[config.mk]
export PLATFORM = sky130hd
export DESIGN_NAME = peak_current_pwm_core
export DESIGN_NICKNAME = d
export VERILOG_FILES = /design/src/hw/pwm_core_pkg.sv /design/src/hw/peak_current_pwm_core.sv /design/src/hw/sync_bank.sv
export SDC_FILE = /design/constraint.sdc
export NUM_CORES = 1
export LEC_CHECK = 0
export BUFFER_PORTS_ARGS = -buffer_cell sky130_fd_sc_hd__buf_2
export CAP_MARGIN = 30
export CORE_MARGIN = 2
export CORE_UTILIZATION = 50
export DETAILED_ROUTE_END_ITERATION = 10
export PLACE_DENSITY = 0.66
export SLEW_MARGIN = 40
export SYNTH_ARGS = -nofsm -noshare
export SYNTH_HDL_FRONTEND = slang
export SYNTH_SLANG_ARGS = --single-unit
[constraint.sdc]
create_clock -name i_clk -period 14.1 [get_ports i_clk]
set_input_delay 0.705 -clock i_clk [delete_from_list [all_inputs] [get_ports i_clk]]
set_output_delay 0.705 -clock i_clk [all_outputs]
set_load 0.02 [all_outputs]
[src/hw/pwm_core_pkg.sv]
// constants, timing figures and state codes of the peak current pwm core
package pwm_core_pkg;

  // -----------------------------------------------------------------
  // clock and oscillator
  // -----------------------------------------------------------------
  localparam int CLK_HZ = 125_000_000;
  localparam int CLK_NS = 8;
  localparam int PER_W = 13;
  localparam int F_LOW_OPT_HZ = 65_000;
  localparam int F_HIGH_OPT_HZ = 100_000;
  localparam int F_LIGHT_HZ = 27_000;
  localparam logic [12:0] PER_65 = 13'(CLK_HZ / F_LOW_OPT_HZ);
  localparam logic [12:0] PER_100 = 13'(CLK_HZ / F_HIGH_OPT_HZ);
  localparam logic [12:0] PER_LIGHT = 13'(CLK_HZ / F_LIGHT_HZ);
  localparam int DUTY_NUM = 4;
  localparam int DUTY_DEN = 5;

  // -----------------------------------------------------------------
  // triangular period modulation
  // -----------------------------------------------------------------
  localparam int JIT_PCT = 6;
  localparam int JIT_MOD_HZ = 125;
  localparam int MOD_CYC = CLK_HZ / JIT_MOD_HZ;
  localparam int JIT_65 = 1923 * JIT_PCT / 100;
  localparam int JIT_100 = 1250 * JIT_PCT / 100;
  localparam logic [8:0] JIT_AMP_65 = 9'(JIT_65);
  localparam logic [8:0] JIT_AMP_100 = 9'(JIT_100);
  localparam logic [11:0] JIT_STEP_65 = 12'(MOD_CYC / (4 * JIT_65));
  localparam logic [11:0] JIT_STEP_100 = 12'(MOD_CYC / (4 * JIT_100));

  // -----------------------------------------------------------------
  // current sense levels, in microvolts
  // -----------------------------------------------------------------
  localparam int UV_W = 21;
  localparam int BLANK_NS = 250;
  localparam logic [12:0] BLANK_CYC = 13'((BLANK_NS + CLK_NS - 1) / CLK_NS);
  localparam int SP_DIV = 5;
  localparam int UV_PER_MV = 1000;
  localparam logic [20:0] LOOP_UV_PER_MV = 21'(UV_PER_MV / SP_DIV);
  localparam logic [20:0] PEAK_LIMIT_UV = 21'h0aae60;
  localparam logic [20:0] RUNAWAY_STOP_UV = 21'((700_000 * 3) / 2);
  localparam int SLOPE_65_UV_US = 32_500;
  localparam int SLOPE_100_UV_US = 50_000;
  localparam logic [20:0] SLOPE_65_CYC = 21'(SLOPE_65_UV_US * CLK_NS / 1000);
  localparam logic [20:0] SLOPE_100_CYC =
    21'(SLOPE_100_UV_US * CLK_NS / 1000);

  // -----------------------------------------------------------------
  // soft-start, watchdog, protection timers
  // -----------------------------------------------------------------
  localparam int CNT_W = 28;
  localparam logic [3:0] SS_STEPS = 4'hf;
  localparam logic [20:0] SS_STEP_UV = 21'(700_000 / 15);
  localparam int RAMP_UP_US = 4000;
  localparam int SS_STEP_CYC_DEF = RAMP_UP_US * (CLK_HZ / 1_000_000) / 15;
  localparam int WD_MS = 32;
  localparam int WD_CYC_DEF = WD_MS * (CLK_HZ / 1000);
  localparam int OVERLOAD_MS = 128;
  localparam int OVERLOAD_CYC_DEF = OVERLOAD_MS * (CLK_HZ / 1000);
  localparam int RETRY_MS = 1000;
  localparam int RETRY_CYC_DEF = RETRY_MS * (CLK_HZ / 1000);

  typedef enum logic [3:0] {
    ST_OFF = 4'h1,
    ST_RUN = 4'h2,
    ST_RETRY = 4'h4,
    ST_LATCH = 4'h8
  } state_e;

endpackage

[src/hw/peak_current_pwm_core.sv]
// oscillator, gate pulse, soft-start, overpower and overload protection
//
// Summary of operation
// oscillator 65 or 100 kHz by option
// gate never high beyond 80 percent period
// period jitters plus/minus six percent at 125 Hz
// jitter also applies at light-load frequency
// ignore current sense for 250 ns after turn-on
// trip threshold is loop setpoint over five
// 0.7 V limit comparator always ends pulse; the code ignores it inside the 32-cycle blanking, like the trip comparator
// soft-start ramp on every start, lower wins
// soft-start ramp advances in 15 steps
// runaway stop level enters protection immediately
// compensation enabled only above enable level
// line code sampled and cleared each event
// 32 ms watchdog makes events without line
// setpoint falls with on-time, slope per option
// overload timer at limit, expiry stops pulses
// overload timer cleared when setpoint drops below
// max-duty ended pulse never starts overload timer
// autorecovery waits retry delay, then soft-starts
// latched option stays off until supply reset
// supply stop level turns off, clears timer
// comparator outputs pass two-flop synchronisers
// gate rises at period start only running
`timescale 1ns/1ps
module peak_current_pwm_core
  import pwm_core_pkg::*;
#(
  parameter bit FREQ_100K = 1'b0,
  parameter bit AUTO_RECOVERY = 1'b0,
  parameter int SS_STEP_CYC = SS_STEP_CYC_DEF,
  parameter int WD_CYC = WD_CYC_DEF,
  parameter int OVERLOAD_CYC = OVERLOAD_CYC_DEF,
  parameter int RETRY_CYC = RETRY_CYC_DEF
) (
  input wire logic i_clk,
  input wire logic i_rst_b,
  input wire logic i_vcc_start,
  input wire logic i_vcc_stop,
  input wire logic i_light_load,
  input wire logic [12:0] i_loop_setpoint_input_mv,
  input wire logic i_cs_trip,
  input wire logic i_limit_trip,
  input wire logic i_runaway_trip,
  input wire logic i_line_sample_compare,
  input wire logic i_above_comp_enable_level,
  input wire logic [2:0] i_line_sense_code,
  output logic o_gate_drive_out,
  output logic [20:0] o_cs_setpoint_uv,
  output logic o_comp_enable,
  output logic [2:0] o_line_code,
  output logic o_line_clear,
  output logic o_running,
  output logic o_retry_wait,
  output logic o_latched
);

  // -----------------------------------------------------------------
  // declarations
  // -----------------------------------------------------------------
  state_e state_q;
  logic [4:0] sync_s;
  logic cs_s, lim_s, stop_s, samp_s, lvl_s;
  logic samp_d_q;
  logic [12:0] per_cnt_q, per_len_q, max_on_q, on_cnt_q;
  logic [12:0] per_base, per_next, max_on_d;
  logic per_start;
  logic signed [8:0] jit_q;
  logic jit_up_q;
  logic [11:0] jit_cnt_q;
  logic [8:0] jit_amp;
  logic [11:0] jit_step;
  logic blank_done, cmp_end, duty_end;
  logic [3:0] ss_step_q;
  logic [CNT_W-1:0] ss_cnt_q, ovl_cnt_q, retry_cnt_q, wd_cnt_q;
  logic [20:0] loop_uv, ss_uv, slope_uv, sp_loop, sp_d, slope_c;
  logic clamp, ovl_arm_q, ovl_done, retry_done;
  logic line_evt, wd_evt, samp_evt;

  // lower of two levels, used for setpoint and clamp
  function automatic logic [20:0] umin(input logic [20:0] a,
                                       input logic [20:0] b);
    umin = (a < b) ? a : b;
  endfunction

  // -----------------------------------------------------------------
  // comparator synchronisers
  // -----------------------------------------------------------------
  sync_bank #(.W(5)) u_sync (
    .i_clk(i_clk),
    .i_rst_b(i_rst_b),
    .i_async({i_cs_trip, i_limit_trip, i_runaway_trip,
              i_line_sample_compare, i_above_comp_enable_level}),
    .o_sync(sync_s)
  );
  assign {cs_s, lim_s, stop_s, samp_s, lvl_s} = sync_s;

  // -----------------------------------------------------------------
  // oscillator with triangular jitter
  // -----------------------------------------------------------------
  // nominal period by light-load input or build option, jitter constants by build option
  assign per_base = i_light_load ? PER_LIGHT :
                    (FREQ_100K ? PER_100 : PER_65);
  assign jit_amp = FREQ_100K ? JIT_AMP_100 : JIT_AMP_65;
  assign jit_step = FREQ_100K ? JIT_STEP_100 : JIT_STEP_65;
  assign per_next = 13'(14'(per_base) + 14'(jit_q));
  assign max_on_d = 13'((16'(per_next) * 16'(DUTY_NUM)) / 16'(DUTY_DEN));
  assign per_start = (per_cnt_q == per_len_q - 13'h1);

  // triangle walks between -amp and +amp, one step per jit_step cycles
  always_ff @(posedge i_clk or negedge i_rst_b) begin
    if (!i_rst_b) begin
      jit_q <= 9'sh0;
      jit_up_q <= 1'b1;
      jit_cnt_q <= 12'h0;
    end else if (jit_cnt_q == jit_step - 12'h1) begin
      jit_cnt_q <= 12'h0;
      if (jit_up_q) begin
        jit_q <= jit_q + 9'sh1;
        if (jit_q == $signed(jit_amp) - 9'sh1) begin
          jit_up_q <= 1'b0;
        end
      end else begin
        jit_q <= jit_q - 9'sh1;
        if (jit_q == 9'sh1 - $signed(jit_amp)) begin
          jit_up_q <= 1'b1;
        end
      end
    end else begin
      jit_cnt_q <= jit_cnt_q + 12'h1;
    end
  end

  // period counter; next length and duty cap latched at wrap
  always_ff @(posedge i_clk or negedge i_rst_b) begin
    if (!i_rst_b) begin
      per_cnt_q <= 13'h0;
      per_len_q <= PER_65;
      max_on_q <= 13'h0;
    end else if (per_start) begin
      per_cnt_q <= 13'h0;
      per_len_q <= per_next;
      max_on_q <= max_on_d;
    end else begin
      per_cnt_q <= per_cnt_q + 13'h1;
    end
  end

  // -----------------------------------------------------------------
  // gate pulse
  // -----------------------------------------------------------------
  assign blank_done = (on_cnt_q >= BLANK_CYC);
  assign cmp_end = o_gate_drive_out && blank_done && (cs_s || lim_s);
  assign duty_end = o_gate_drive_out && !cmp_end &&
                    (on_cnt_q >= max_on_q - 13'h1);

  // on-time counter, zero in first high cycle
  always_ff @(posedge i_clk or negedge i_rst_b) begin
    if (!i_rst_b) begin
      on_cnt_q <= 13'h0;
    end else if (!o_gate_drive_out) begin
      on_cnt_q <= 13'h0;
    end else begin
      on_cnt_q <= on_cnt_q + 13'h1;
    end
  end

  // set at period start, reset by comparators or duty cap
  always_ff @(posedge i_clk or negedge i_rst_b) begin
    if (!i_rst_b) begin
      o_gate_drive_out <= 1'b0;
    end else if (state_q != ST_RUN || stop_s || i_vcc_stop) begin
      o_gate_drive_out <= 1'b0;
    end else if (per_start) begin
      o_gate_drive_out <= 1'b1;
    end else if (cmp_end) begin
      o_gate_drive_out <= 1'b0;
    end else if (duty_end) begin
      o_gate_drive_out <= 1'b0;
    end
  end

  // -----------------------------------------------------------------
  // setpoint: loop demand, slope, soft-start, limit
  // -----------------------------------------------------------------
  assign slope_c = FREQ_100K ? SLOPE_100_CYC : SLOPE_65_CYC;
  assign loop_uv = 21'(i_loop_setpoint_input_mv) * LOOP_UV_PER_MV;
  assign slope_uv = 21'(on_cnt_q) * slope_c;
  assign sp_loop = (loop_uv > slope_uv) ? loop_uv - slope_uv : 21'h0;
  assign ss_uv = (ss_step_q == SS_STEPS) ? PEAK_LIMIT_UV :
                 21'(ss_step_q) * SS_STEP_UV;
  assign sp_d = umin(umin(sp_loop, ss_uv), PEAK_LIMIT_UV);
  assign clamp = (umin(loop_uv, ss_uv) >= PEAK_LIMIT_UV);

  always_ff @(posedge i_clk or negedge i_rst_b) begin
    if (!i_rst_b) begin
      o_cs_setpoint_uv <= 21'h0;
    end else begin
      o_cs_setpoint_uv <= sp_d;
    end
  end

  // staircase ramp restarts whenever the core is not running
  always_ff @(posedge i_clk or negedge i_rst_b) begin
    if (!i_rst_b) begin
      ss_step_q <= 4'h0;
      ss_cnt_q <= '0;
    end else if (state_q != ST_RUN) begin
      ss_step_q <= 4'h0;
      ss_cnt_q <= '0;
    end else if (ss_step_q != SS_STEPS) begin
      if (ss_cnt_q == CNT_W'(SS_STEP_CYC - 1)) begin
        ss_cnt_q <= '0;
        ss_step_q <= ss_step_q + 4'h1;
      end else begin
        ss_cnt_q <= ss_cnt_q + 1'b1;
      end
    end
  end

  // -----------------------------------------------------------------
  // overload timer
  // -----------------------------------------------------------------
  assign ovl_done = (ovl_cnt_q == CNT_W'(OVERLOAD_CYC - 1));

  // armed only by a comparator-ended pulse while clamped
  always_ff @(posedge i_clk or negedge i_rst_b) begin
    if (!i_rst_b) begin
      ovl_arm_q <= 1'b0;
    end else if (state_q != ST_RUN || !clamp) begin
      ovl_arm_q <= 1'b0;
    end else if (cmp_end) begin
      ovl_arm_q <= 1'b1;
    end
  end

  always_ff @(posedge i_clk or negedge i_rst_b) begin
    if (!i_rst_b) begin
      ovl_cnt_q <= '0;
    end else if (state_q != ST_RUN || !clamp || i_vcc_stop) begin
      ovl_cnt_q <= '0;
    end else if (ovl_arm_q && !ovl_done) begin
      ovl_cnt_q <= ovl_cnt_q + 1'b1;
    end
  end

  // -----------------------------------------------------------------
  // controller state
  // -----------------------------------------------------------------
  assign retry_done = (retry_cnt_q == CNT_W'(RETRY_CYC - 1));

  always_ff @(posedge i_clk or negedge i_rst_b) begin
    if (!i_rst_b) begin
      retry_cnt_q <= '0;
    end else if (state_q != ST_RETRY) begin
      retry_cnt_q <= '0;
    end else begin
      retry_cnt_q <= retry_cnt_q + 1'b1;
    end
  end

  always_ff @(posedge i_clk or negedge i_rst_b) begin
    if (!i_rst_b) begin
      state_q <= ST_OFF;
    end else begin
      case (state_q)
        ST_OFF: begin
          if (i_vcc_start && !i_vcc_stop) begin
            state_q <= ST_RUN;
          end
        end
        ST_RUN: begin
          if (stop_s || (ovl_done && ovl_arm_q && !i_vcc_stop)) begin
            state_q <= AUTO_RECOVERY ? ST_RETRY : ST_LATCH;
          end else if (i_vcc_stop) begin
            state_q <= ST_OFF;
          end
        end
        ST_RETRY: begin
          if (i_vcc_stop) begin
            state_q <= ST_OFF;
          end else if (retry_done) begin
            state_q <= ST_RUN;
          end
        end
        ST_LATCH: begin
          state_q <= ST_LATCH;
        end
        default: begin
          state_q <= ST_OFF;
        end
      endcase
    end
  end

  // -----------------------------------------------------------------
  // overpower compensation and line sampling
  // -----------------------------------------------------------------
  assign line_evt = samp_s && !samp_d_q;
  assign wd_evt = (wd_cnt_q == CNT_W'(WD_CYC - 1));
  assign samp_evt = line_evt || wd_evt;

  always_ff @(posedge i_clk or negedge i_rst_b) begin
    if (!i_rst_b) begin
      samp_d_q <= 1'b0;
    end else begin
      samp_d_q <= samp_s;
    end
  end

  // watchdog restarts on every sample event
  always_ff @(posedge i_clk or negedge i_rst_b) begin
    if (!i_rst_b) begin
      wd_cnt_q <= '0;
    end else if (samp_evt) begin
      wd_cnt_q <= '0;
    end else begin
      wd_cnt_q <= wd_cnt_q + 1'b1;
    end
  end

  // capture converter code, then clear its peak detector
  always_ff @(posedge i_clk or negedge i_rst_b) begin
    if (!i_rst_b) begin
      o_line_code <= 3'h0;
      o_line_clear <= 1'b0;
    end else begin
      o_line_clear <= samp_evt;
      if (samp_evt) begin
        o_line_code <= i_line_sense_code;
      end
    end
  end

  always_ff @(posedge i_clk or negedge i_rst_b) begin
    if (!i_rst_b) begin
      o_comp_enable <= 1'b0;
    end else begin
      o_comp_enable <= lvl_s && (state_q == ST_RUN);
    end
  end

  // status levels
  always_ff @(posedge i_clk or negedge i_rst_b) begin
    if (!i_rst_b) begin
      o_running <= 1'b0;
      o_retry_wait <= 1'b0;
      o_latched <= 1'b0;
    end else begin
      o_running <= (state_q == ST_RUN);
      o_retry_wait <= (state_q == ST_RETRY);
      o_latched <= (state_q == ST_LATCH);
    end
  end
endmodule

[src/hw/sync_bank.sv]
// bank of two-flop synchronisers for asynchronous comparator outputs
`timescale 1ns/1ps
module sync_bank #(
  parameter int W = 5
) (
  input wire logic i_clk,
  input wire logic i_rst_b,
  input wire logic [W-1:0] i_async,
  output logic [W-1:0] o_sync
);

  logic [W-1:0] meta_q;

  // first stage feeds only the second stage
  genvar g;
  generate
    for (g = 0; g < W; g++) begin : g_bit
      always_ff @(posedge i_clk or negedge i_rst_b) begin
        if (!i_rst_b) begin
          meta_q[g] <= 1'b0;
          o_sync[g] <= 1'b0;
        end else begin
          meta_q[g] <= i_async[g];
          o_sync[g] <= meta_q[g];
        end
      end
    end
  endgenerate

endmodule

Word-level counts from Yosys, hierarchy flattened
Index checks and enable logic that the tools add are counted. Widths: inputs -> output; s select.

Flip-flop bits (word level): 236. Input port bits: 26. Logic and storage cells: 141. Output and inout port bits: 30.

Magnitude comparators: 7. Multiply operators: 3. Equal/unequal tests: 19. Add/sub/neg operators: 14. Reduce and logical (&&, ||, !) cells: 29. Divide/modulo/power cells: 1. Multiplexer cells: 35.

Operators with widths (number): $mux 28 (7); $add 28x1->28 const B (4); $mux 21 (4); $lt 21x20->1 (2); $mux 13 (3); $mux 4 (8); $eq 28x16->1 const B (1); $eq 28x22->1 const B (1); $eq 28x24->1 const B (1); $eq 28x27->1 const B (1); $add 13x1->13 const B (2); $sub 13x1->13 const B (2); $ge 21x20->1 const B (1); $gt 21x21->1 (1); $lt 21x20->1 const B (1); $sub 21x21->21 (1); $mux 20 (1); $mul 13x7->19 const B (1); $mul 4x15->19 const B (1); $eq 9x8->1 const B (2); $mul 13x5->18 const B (1); $div 15x3->16 const B (1); $pmux 4 s4 (1); $add 13x13->13 (1); other kinds (27) (59).

Depth between registers and ports, before layout
Gate-level depths: netlist of the first run.

Depth after elaboration: 10. Gate-level depth with buffers: 56. Mapped depth without buffers: 55.

Modules after synthesis
Synthesis of the first run repeated with hierarchy kept, for this count alone.

Cells, all modules: 2251. Area total of the unflattened synthesis: 18879.4 um2.

By module, submodules not included: peak_current_pwm_core (times used 1, sequential area each 4889.7 um2, cells an instance 2241, area an instance 18629.1 um2); sync_bank (times used 1, sequential area each 250.2 um2, cells an instance 10, area an instance 250.2 um2).

Worst setup path before layout of the first run
OpenSTA, ideal clock, no wires.

Path kind: input port to flip-flop. From: input port i_light_load. To: register max_on_q[0]. Setup time: 0.126 ns. Stages: 39. Required time: 13.974 ns. Buffers on the path: 2. Arrival time: 9.581 ns. Setup slack: 4.392 ns. Cells stage by stage: inv_1 > ha_1 > a21oi_1 > o21ai_4 > a2111oi_2 > a311o_1 > nor2_1 > o21a_4 > nor4b_4 > xnor2_2 > o22ai_2 > a211oi_4 > xnor3_1 > and2_4 > a22o_4 > a2111oi_4 > nor2_2 > o31ai_2 > [... 3 more ...] > or3_1 > buf_2 > xor2_1 > a311oi_2 > nand3_1 > and2_1 > xor2_1 > ha_1 > a221o_1 > nor4_4 > nor2_1 > or2_2 > ha_1 > xnor2_1 > xnor2_1 > a22o_1 > a41oi_1 > o32a_1.

Cells in the longest elaborated chain, start to end: 3.

RTL lines: start, declared (RTL line peak_current_pwm_core.sv:41) `input wire logic i_light_load,`; $mux 13 (RTL line peak_current_pwm_core.sv:103) `assign per_base = i_light_load ? PER_LIGHT :`; $add 13x13->13 (RTL line peak_current_pwm_core.sv:107) `assign per_next = 13'(14'(per_base) + 14'(jit_q));`; $div 15x3->16 (RTL line peak_current_pwm_core.sv:108) `assign max_on_d = 13'((16'(per_next) * 16'(DUTY_NUM)) / 16'(DUTY_DEN));`; end signal, assigned (RTL line peak_current_pwm_core.sv:144) `max_on_q <= max_on_d;`; end, declared (RTL line peak_current_pwm_core.sv:66) `logic [12:0] per_cnt_q, per_len_q, max_on_q, on_cnt_q;`.

No other way between the ends. A chain may end at the register's enable or synchronous reset.

Worst setup path in the final report of the first run
From: register jit_q[0]. To: register max_on_q[0].

Cells in the longest elaborated chain, start to end: 2.

RTL lines: start, declared (RTL line peak_current_pwm_core.sv:69) `logic signed [8:0] jit_q;`; start signal, assigned (RTL line peak_current_pwm_core.sv:120) `jit_q <= jit_q + 9'sh1;`; start signal, assigned (RTL line peak_current_pwm_core.sv:125) `jit_q <= jit_q - 9'sh1;`; $add 13x13->13 (RTL line peak_current_pwm_core.sv:107); named net per_next[0] (RTL line peak_current_pwm_core.sv:67) `logic [12:0] per_base, per_next, max_on_d;`; $div 15x3->16 (RTL line peak_current_pwm_core.sv:108).

The timed path passes the listed nets, and every way through them passes these cells.

==> results of run 1 <==
## synthesized netlist by cell type, types with 5 or more instances
library cell | n | area share
a211oi_1 | 13 | 0.0054
or3_1 | 25 | 0.0086
a22oi_1 | 8 | 0.0033
nor2_1 | 227 | 0.047
dfrtp_1 | 197 | 0.27
xor2_1 | 86 | 0.042
nor3_1 | 52 | 0.014
a221oi_1 | 5 | 0.0024
nand3b_1 | 6 | 0.0025
a21o_1 | 39 | 0.016
o211ai_1 | 14 | 0.0058
and2_1 | 38 | 0.013
nor4b_1 | 5 | 0.0024
or2_2 | 9 | 0.0031
a31oi_1 | 21 | 0.0073
o21ai_1 | 14 | 0.0039
mux2i_1 | 15 | 0.0083
xnor2_1 | 124 | 0.060
nand4_1 | 39 | 0.013
nand2b_1 | 27 | 0.0093
fa_1 | 14 | 0.015
clkbuf_1 | 38 | 0.0079
and3_1 | 37 | 0.013
nand2_1 | 175 | 0.036
o22ai_1 | 7 | 0.0024
inv_1 | 138 | 0.029
nand3_1 | 69 | 0.019
nor4_1 | 19 | 0.0066
and4_1 | 5 | 0.0024
or4_1 | 6 | 0.0025
ha_1 | 179 | 0.12
o31ai_1 | 9 | 0.0037
dfstp_2 | 8 | 0.012
buf_2 | 14 | 0.0039
nor2b_1 | 29 | 0.010
a21oi_1 | 116 | 0.032
a21boi_0 | 8 | 0.0033
o221ai_1 | 6 | 0.0029
nor3b_1 | 7 | 0.0029
mux2_2 | 8 | 0.0050
o21a_1 | 20 | 0.0083
o21bai_1 | 22 | 0.0091
o21ai_0 | 120 | 0.033
## metal layers
| layer | vias up | share of wire | global-route usage |
|---|---|---|---|
| met4 | 0 | 0.015 | 0.04530 |
| met3 | 56 | 0.041 | 0.02447 |
| met2 | 308 | 0.49 | 0.4030 |
| li1 | 7689 | - | - |
| met5 | - | 0 | 0 |
| met1 | 7348 | 0.45 | 0.3050 |
## sequential cells by signal, summed over array words and instances, names as in the netlist, 4 cells and up
register,count
per_cnt_q,13
u_sync.meta_q,5
ss_cnt_q,28
jit_q,9
o_cs_setpoint_uv,20
u_sync.o_sync,5
jit_cnt_q,12
on_cnt_q,13
max_on_q,13
ovl_cnt_q,28
wd_cnt_q,28
ss_step_q,4
per_len_q,13
## critical path, delay by kind of cell (launching register included)
kind	cells	cell delay, ps
and+or+nand+nor	15	4430
AOI/OAI and AO/OA	15	4380
adders and majority gates	3	1000
xor gates and xnor gates	4	740
DFF	1	730
buffers and inverters	1	310
## area by class of cell
cell class / count / area, µm² / area share
flip-flops and latches: 205 / 5140 / 0.2604
diodes: 1 / 2.502 / 0.0001268
well taps: 461 / 576.8 / 0.02922
multi-input cells: 1738 / 12190 / 0.6177
clock buffers: 30 / 654.4 / 0.03315
repair buffers: 61 / 341.6 / 0.01730
inverters: 141 / 529.3 / 0.02681
clock inverters: 16 / 301.5 / 0.01528
## report_power, final
part | internal, W | switching [W]
registers | 0.000616 | 0.00000933
clock network | 0.000479 | 0.000263
logic | 0.000462 | 0.000702
## metrics by stage
| stage | std cells | instance area, µm² | hold WS, ps | setup WS, ps | power, W |
|---|---|---|---|---|---|
| 3_3_place_gp | 2605 | 18740 | 334.9 | 2220 | 0.001775 |
| 6_report | 2653 | 19740 | 140.7 | 2345 | 0.002532 |
| 3_5_place_dp | 2606 | 18770 | 341.0 | 2426 | 0.001789 |
| 4_1_cts | 2652 | 19730 | 121.4 | 2461 | 0.002546 |
| 5_1_grt | 2653 | 19740 | 161.3 | 1396 | 0.002732 |
| 2_1_floorplan | 2145 | 18120 | 331.2 | 4392 | 0.001549 |
## placed cells by master, fill, tap and decap left out, drive strengths merged, types with 27 or more instances in the layout
| cell type | instances |
|---|---|
| a21o | 39 |
| a21oi | 118 |
| and2 | 39 |
| and3 | 37 |
| buf | 59 |
| clkbuf | 32 |
| dfrtp | 197 |
| ha | 179 |
| inv | 140 |
| nand2 | 176 |
| nand2b | 27 |
| nand3 | 70 |
| nand4 | 39 |
| nor2 | 229 |
| nor2b | 29 |
| nor3 | 53 |
| o21ai | 135 |
| xnor2 | 127 |
| xor2 | 86 |
## path summary, 6_finish.rpt
| check | start | end | slack [ps] | cells after the start |
|---|---|---|---|---|
| setup / recovery | jit_q[0] | max_on_q[0] | 2350 | 38 |
| min in group i_clk | i_above_comp_enable_level | u_sync.meta_q[0] | 260 | 1 |
| hold / removal | i_rst_b | o_cs_setpoint_uv[8] | 140 | 1 |
| setup reg to reg | jit_q[0] | max_on_q[0] | 2350 | 38 |
| hold reg to reg | u_sync.meta_q[4] | u_sync.o_sync[4] | 350 | 0 |
| max in group asynchronous | i_rst_b | ovl_cnt_q[6] | 12920 | 2 |
## logic make-up (layout without fill, tap and decap cells)
logic type | Yosys count | in the layout | share of synthesized area
fa+ha+maj | 195 | 195 | 0.1403
buf+inv | 202 | 248 | 0.04531
other cells | 1 | 4 | 0.0002070
xor+xnor | 214 | 214 | 0.1055
compound gates | 506 | 506 | 0.1913
mux | 24 | 24 | 0.01451
flops | 205 | 205 | 0.2838
simple gates | 796 | 796 | 0.2192
==> flow_metrics.py, run 1 <==
metrics = {
    "status": {
        "outcome": "finished, violations left",
        "violations": "DRC",
    },
    "sta": {
        "fin_worst_skew_ps": 28.91,
        "slew_violations": 0,
        "period_minus_slack_ps": 11750,
        "fin_crit_sh": 0.8337,
        "maxSlewHeadroom": 0.4408,
        "rsz0062_at_grt": "no",
        "setup_viol": 0,
        "finalHoldViolations": 0,
        "tns_ps": 0,
        "worst-slew-pin-transition_ps": 825.7,
        "clock.fmax_ghz": 0.08507,
    },
    "setup_path": {
        "cp.arrival_ps": 12170,
        "critical_path_required_ps": 14510,
        "cp_slowest_cell": "dfrtp_1",
        "cp-end-kind": "flip-flop",
        "cp-start-kind": "flip-flop",
        "cpPeakStageDelay_ps": 730,
        "critical_path_class": "reg -> reg",
        "path_max_fanout": 15,
    },
    "grt": {
        "overflow": 0,
        "antenna_found_initial": 1,
        "grt_pass1_wl_mm": 73.65,
        "grt_pass1_vias": 15190,
        "grt_max_degree": 84,
        "grt.total_usage": 0.2286,
    },
    "clock_tree": {
        "cts_hold_buffers": 0,
        "clk_latency_ps": 550,
        "path_clk_slew_ps": 60,
        "max-clock-path-buffers": 3,
        "cts_setup_buffers": 0,
        "cts_tree": "built",
        "cts_resized": 0,
        "htree_num_levels": 1,
        "numCtsBuffers": 25,
        "ctsRootBufferMaster": "clkbuf_16",
        "cts.sinks": 205,
    },
    "routing": {
        "via_count": 15400,
        "route.detailed.drc": 3,
        "via_per_inst": 5.805,
        "wl_per_cell_um": 16.09,
        "drt_first_pass_iters": 9,
        "drt-total-wl_mm": 42.69,
        "ant_nets": 0,
        "first_iter_violations": 760,
    },
    "logic_synthesis": {
        "synth-seq-area-share": 0.2838,
        "synth.cell_area_um2": 18110,
        "synthFlopType": "dfrtp_1",
        "synth_edf_count": 0,
        "ys_seq_elements": 205,
        "yosysWarnings": 0,
        "async_flop_share": 1.000,
        "ys_types": 118,
        "avgSynthCellArea_um2": 8.452,
        "synthCells": 2143,
    },
    "die": {
        "io_pins": 56,
        "core_area_um2": 35660,
        "placement_rows": 69,
        "initial_core_util": 0.5080,
        "die-height_um": 194.3,
        "die_x_um": 194.3,
        "die-area_um2": 37770,
    },
    "worst_hold_path": {
        "min_path_type": "in -> async",
    },
    "cells_and_area": {
        "drive_above_1_share": 0.08717,
        "final_util": 0.5536,
        "nets": 2391,
        "num-fill-cells": 3270,
        "syn2layout_area_growth_pct": 8.973,
    },
    "placement": {
        "dpl.hpwl_mm": 32.01,
        "numPortBuffers": 53,
        "place.gp.congestion": 0.8989,
    },
    "pwr": {
        "power.leakage_nw": 8.833,
        "powerDensity_nw_per_um2": 128.3,
        "ir_drop_uv": 76.89,
    },
    "job": {
        "drv_cap": 0,
    },
}
No activity file was read; power rests on OpenSTA's default activity.
==> run 2, diff against run 1 <==
--- a/config.mk
+++ b/config.mk
@@ -5,12 +5,13 @@
 export SDC_FILE = /design/constraint.sdc
 export NUM_CORES = 1
 export LEC_CHECK = 0
+export ABC_AREA = 1
 export BUFFER_PORTS_ARGS = -buffer_cell sky130_fd_sc_hd__buf_2
 export CAP_MARGIN = 30
 export CORE_MARGIN = 2
 export CORE_UTILIZATION = 50
 export DETAILED_ROUTE_END_ITERATION = 10
-export PLACE_DENSITY = 0.66
+export PLACE_DENSITY = 0.69
 export SLEW_MARGIN = 40
 export SYNTH_ARGS = -nofsm -noshare
 export SYNTH_HDL_FRONTEND = slang
==> constraint.sdc (replaced) <==
create_clock -name i_clk -period 10.5 [get_ports i_clk]
set_input_delay 0.525 -clock i_clk [delete_from_list [all_inputs] [get_ports i_clk]]
set_output_delay 0.525 -clock i_clk [all_outputs]
set_load 0.02 [all_outputs]
==> run 2 against run 1 <==
Worst hold slack got worse by 66 ps. Cell count up 13%. The run now ends clean. Highest routed layer unchanged. Global-route usage decreased by 0.52 points. Via count rose by 1.9%. Final area is 2.3% lower.
==> flow_metrics.py, run 2 <==
metrics = {
    "placement": {
        "dpl.hpwl_mm": 31.75,
        "pre_cts_ws_ps": 1026,
        "dpl_cell_area_um2": 18420,
        "numPortBuffers": 53,
        "place.gp.congestion": 0.9381,
    },
    "cells_and_area": {
        "nets": 2731,
        "drive_above_1_share": 0.1008,
        "syn2layout_area_growth_pct": 9.479,
        "reg_top3": "ovl_cnt_q x28, ss_cnt_q x28, wd_cnt_q x28",
        "diodes": 0,
        "most-common-layout-cells": "458 x nand2_1, 384 x inv_1, 255 x nor2_1, 196 x dfrtp_1, 179 x ha_1",
        "fin_area_um2": 19290,
        "final_common_cell": "nand2_1",
        "num-fill-cells": 3237,
    },
    "grt": {
        "grt_pass1_vias": 14940,
        "grt.total_usage": 0.2235,
        "grt_max_degree": 76,
        "grt_pass1_wl_mm": 69.15,
        "overflow": 0,
        "antenna_found_initial": 0,
    },
    "logic_synthesis": {
        "yosys-mux-area-fraction": 0,
        "synthCells": 2446,
        "synthXorXnorAreaFrac": 0.05467,
        "avgSynthCellArea_um2": 7.204,
        "synth_common_cells": "459 x nand2_1, 384 x inv_1, 255 x nor2_1, 197 x dfrtp_1, 179 x ha_1",
        "synth-adder-area-share": 0.1430,
        "synth-simple-area-share": 0.2975,
        "netlist.area_leader.share": 0.2798,
        "async_flop_share": 1.000,
        "yosysMostFrequentCell": "nand2_1",
        "ys_types": 65,
        "synth_edf_count": 0,
        "ys_top_cells_by_area": "dfrtp_1 28%, ha_1 13%, nand2_1 9.8%",
        "synthFlopType": "dfrtp_1",
        "synth.cell_area_um2": 17620,
        "synth-seq-area-share": 0.2917,
        "synth_compound_area_frac": 0.1173,
        "ys_seq_elements": 205,
        "synth_top_family_by_area": "simple AND/OR/NAND/NOR gates",
        "yosysTopAreaCell": "dfrtp_1",
        "yosysWarnings": 0,
    },
    "sta": {
        "worst-slew-pin-transition_ps": 778.1,
        "clock.fmax_ghz": 0.1082,
        "tns_ps": 0,
        "finalHoldViolations": 0,
        "fin_crit_sh": 0.8802,
        "fin_worst_skew_ps": 30.84,
        "period_minus_slack_ps": 9242,
        "maxSlewHeadroom": 0.4758,
        "timing.final.ws_setup_ps": 1258,
        "slew_violations": 0,
        "rsz0062_at_grt": "no",
        "setup_viol": 0,
        "hold-worst-slack_ps": 75.01,
    },
    "setup_path": {
        "cp-end-kind": "flip-flop",
        "critical_path_required_ps": 10930,
        "cpPeakStageDelay_ps": 540,
        "r2r_slack_ps": 1260,
        "crit_top_cell": "nand2_1",
        "critical_path_class": "reg -> reg",
        "cp-start-kind": "flip-flop",
        "path_max_fanout": 12,
        "cp_slowest_cell": "dfrtp_2",
        "cp.arrival_ps": 9680,
        "cp-startpoint": "jit_q[0]",
        "timing.rr.start": "jit_q[0]",
    },
    "routing": {
        "via_count": 15700,
        "route.detailed.drc": 0,
        "wl_per_cell_um": 13.45,
        "via_per_inst": 5.259,
        "drt-total-wl_mm": 40.15,
        "drt_first_pass_iters": 5,
        "ant_nets": 0,
        "first_iter_violations": 837,
    },
    "die": {
        "die-area_um2": 36760,
        "die-height_um": 191.7,
        "core_area_um2": 34630,
        "placement_rows": 68,
        "die_x_um": 191.7,
        "io_pins": 56,
        "initial_core_util": 0.5089,
    },
    "pwr": {
        "ir_drop_uv": 1041,
        "p_switching_w": 0.002886,
        "power_frac_seq": 0.155,
        "p_total_w": 0.005497,
        "switching_share": 0.5250,
        "power.leakage_nw": 9.738,
        "powerDensity_nw_per_um2": 284.9,
        "internal_power_w": 0.002611,
        "clockPowerShare": 0.158,
        "power_frac_comb": 0.687,
    },
    "clock_tree": {
        "path_clk_slew_ps": 60,
        "numCtsBuffers": 26,
        "cts_setup_buffers": 0,
        "cts_tree": "built",
        "max-clock-path-buffers": 3,
        "cts.sinks": 205,
        "ctsRootBufferMaster": "clkbuf_16",
        "htree_num_levels": 1,
        "clk_latency_ps": 560,
    },
    "worst_hold_path": {
        "min_path_type": "in -> reg",
        "holdCritStartpoint": "i_cs_trip",
    },
    "job": {
        "drv_cap": 0,
    },
    "status": {
        "outcome": "completed",
    },
}
-- run 2: changes by cell type after synthesis, moves of 27 or more --
cell      delta
nand2_1    +284
inv_1      +246
xnor2_1     -96
nand3_1     +88
nand2_2     +43
and2_1      -36
a21o_1      -34
and3_1      -34
inv_2       +30
nor2b_1     -29
nor2_1      +28
nand2b_1    -27
-- run 2: power by group through the flow --
stage          Clock, W  Combinational (W)  Sequential, W
2_1_floorplan         0            0.00303       0.000903
3_5_place_dp          0            0.00374       0.000867
5_1_grt        0.000928            0.00432       0.000856
4_1_cts        0.000892            0.00376       0.000853
6_report       0.000869            0.00378       0.000852
3_3_place_gp          0            0.00364       0.000866
-- run 2: final cells by class --
type | instances | area (µm²) | share of cell area
timing repair buffer | 60 | 336.6 | 0.01745
clock buffer | 33 | 716.9 | 0.03716
clock inverter | 13 | 133.9 | 0.006939
tap | 455 | 569.3 | 0.02951
sequential | 205 | 5141 | 0.2665
multi-input combinational | 1800 | 10820 | 0.5609
inverter | 419 | 1573 | 0.08152
-- run 2: repair_timing --
item,CTS,global route
setup endpoints to repair,0,1
hold buffers,1,0
resized for setup,0,1
endpoints found under the hold margin,67,0
-- run 2: worst max-delay path: cells and delay by family (launching register included) --
family / cells / cell delay (ps)
XOR/XNOR: 1 / 240
AND/OR/NAND/NOR: 65 / 6770
buffers and inverters: 7 / 680
adder cells (fa/ha/maj): 3 / 910
flip-flops: 1 / 540
-- run 2: path summary, 6_finish.rpt --
| path | end | cells past startpoint |
|---|---|---|
| max | max_on_q[0] | 76 |
| min | u_sync.meta_q[4] | 1 |
| max reg2reg | max_on_q[0] | 76 |
| min reg2reg | u_sync.o_sync[0] | 0 |
| min in group asynchronous | ss_cnt_q[14] | 2 |
| max in group asynchronous | on_cnt_q[7] | 4 |
-- run 2: per-layer routing --
layer	share of wire	vias to the layer above	track usage
li1	-	8128	-
met1	0.47	7216	0.2983
met2	0.47	288	0.3842
met3	0.040	65	0.02357
met4	0.021	0	0.06154
met5	0	-	0
-- run 2: metrics by stage --
step / cells / util
finish: 2985 / 0.5571
global route: 2985 / 0.5571
CTS: 2985 / 0.5569
detailed placement: 2938 / 0.5320
global placement: 2937 / 0.5317
floorplan: 2448 / -
-- run 2: kinds of logic after synthesis --
family / after synthesis
simple gates: 1133
fa+ha+maj: 193
compound gates: 364
xor+xnor: 107
other cells: 1
flops: 205
buf+inv: 443
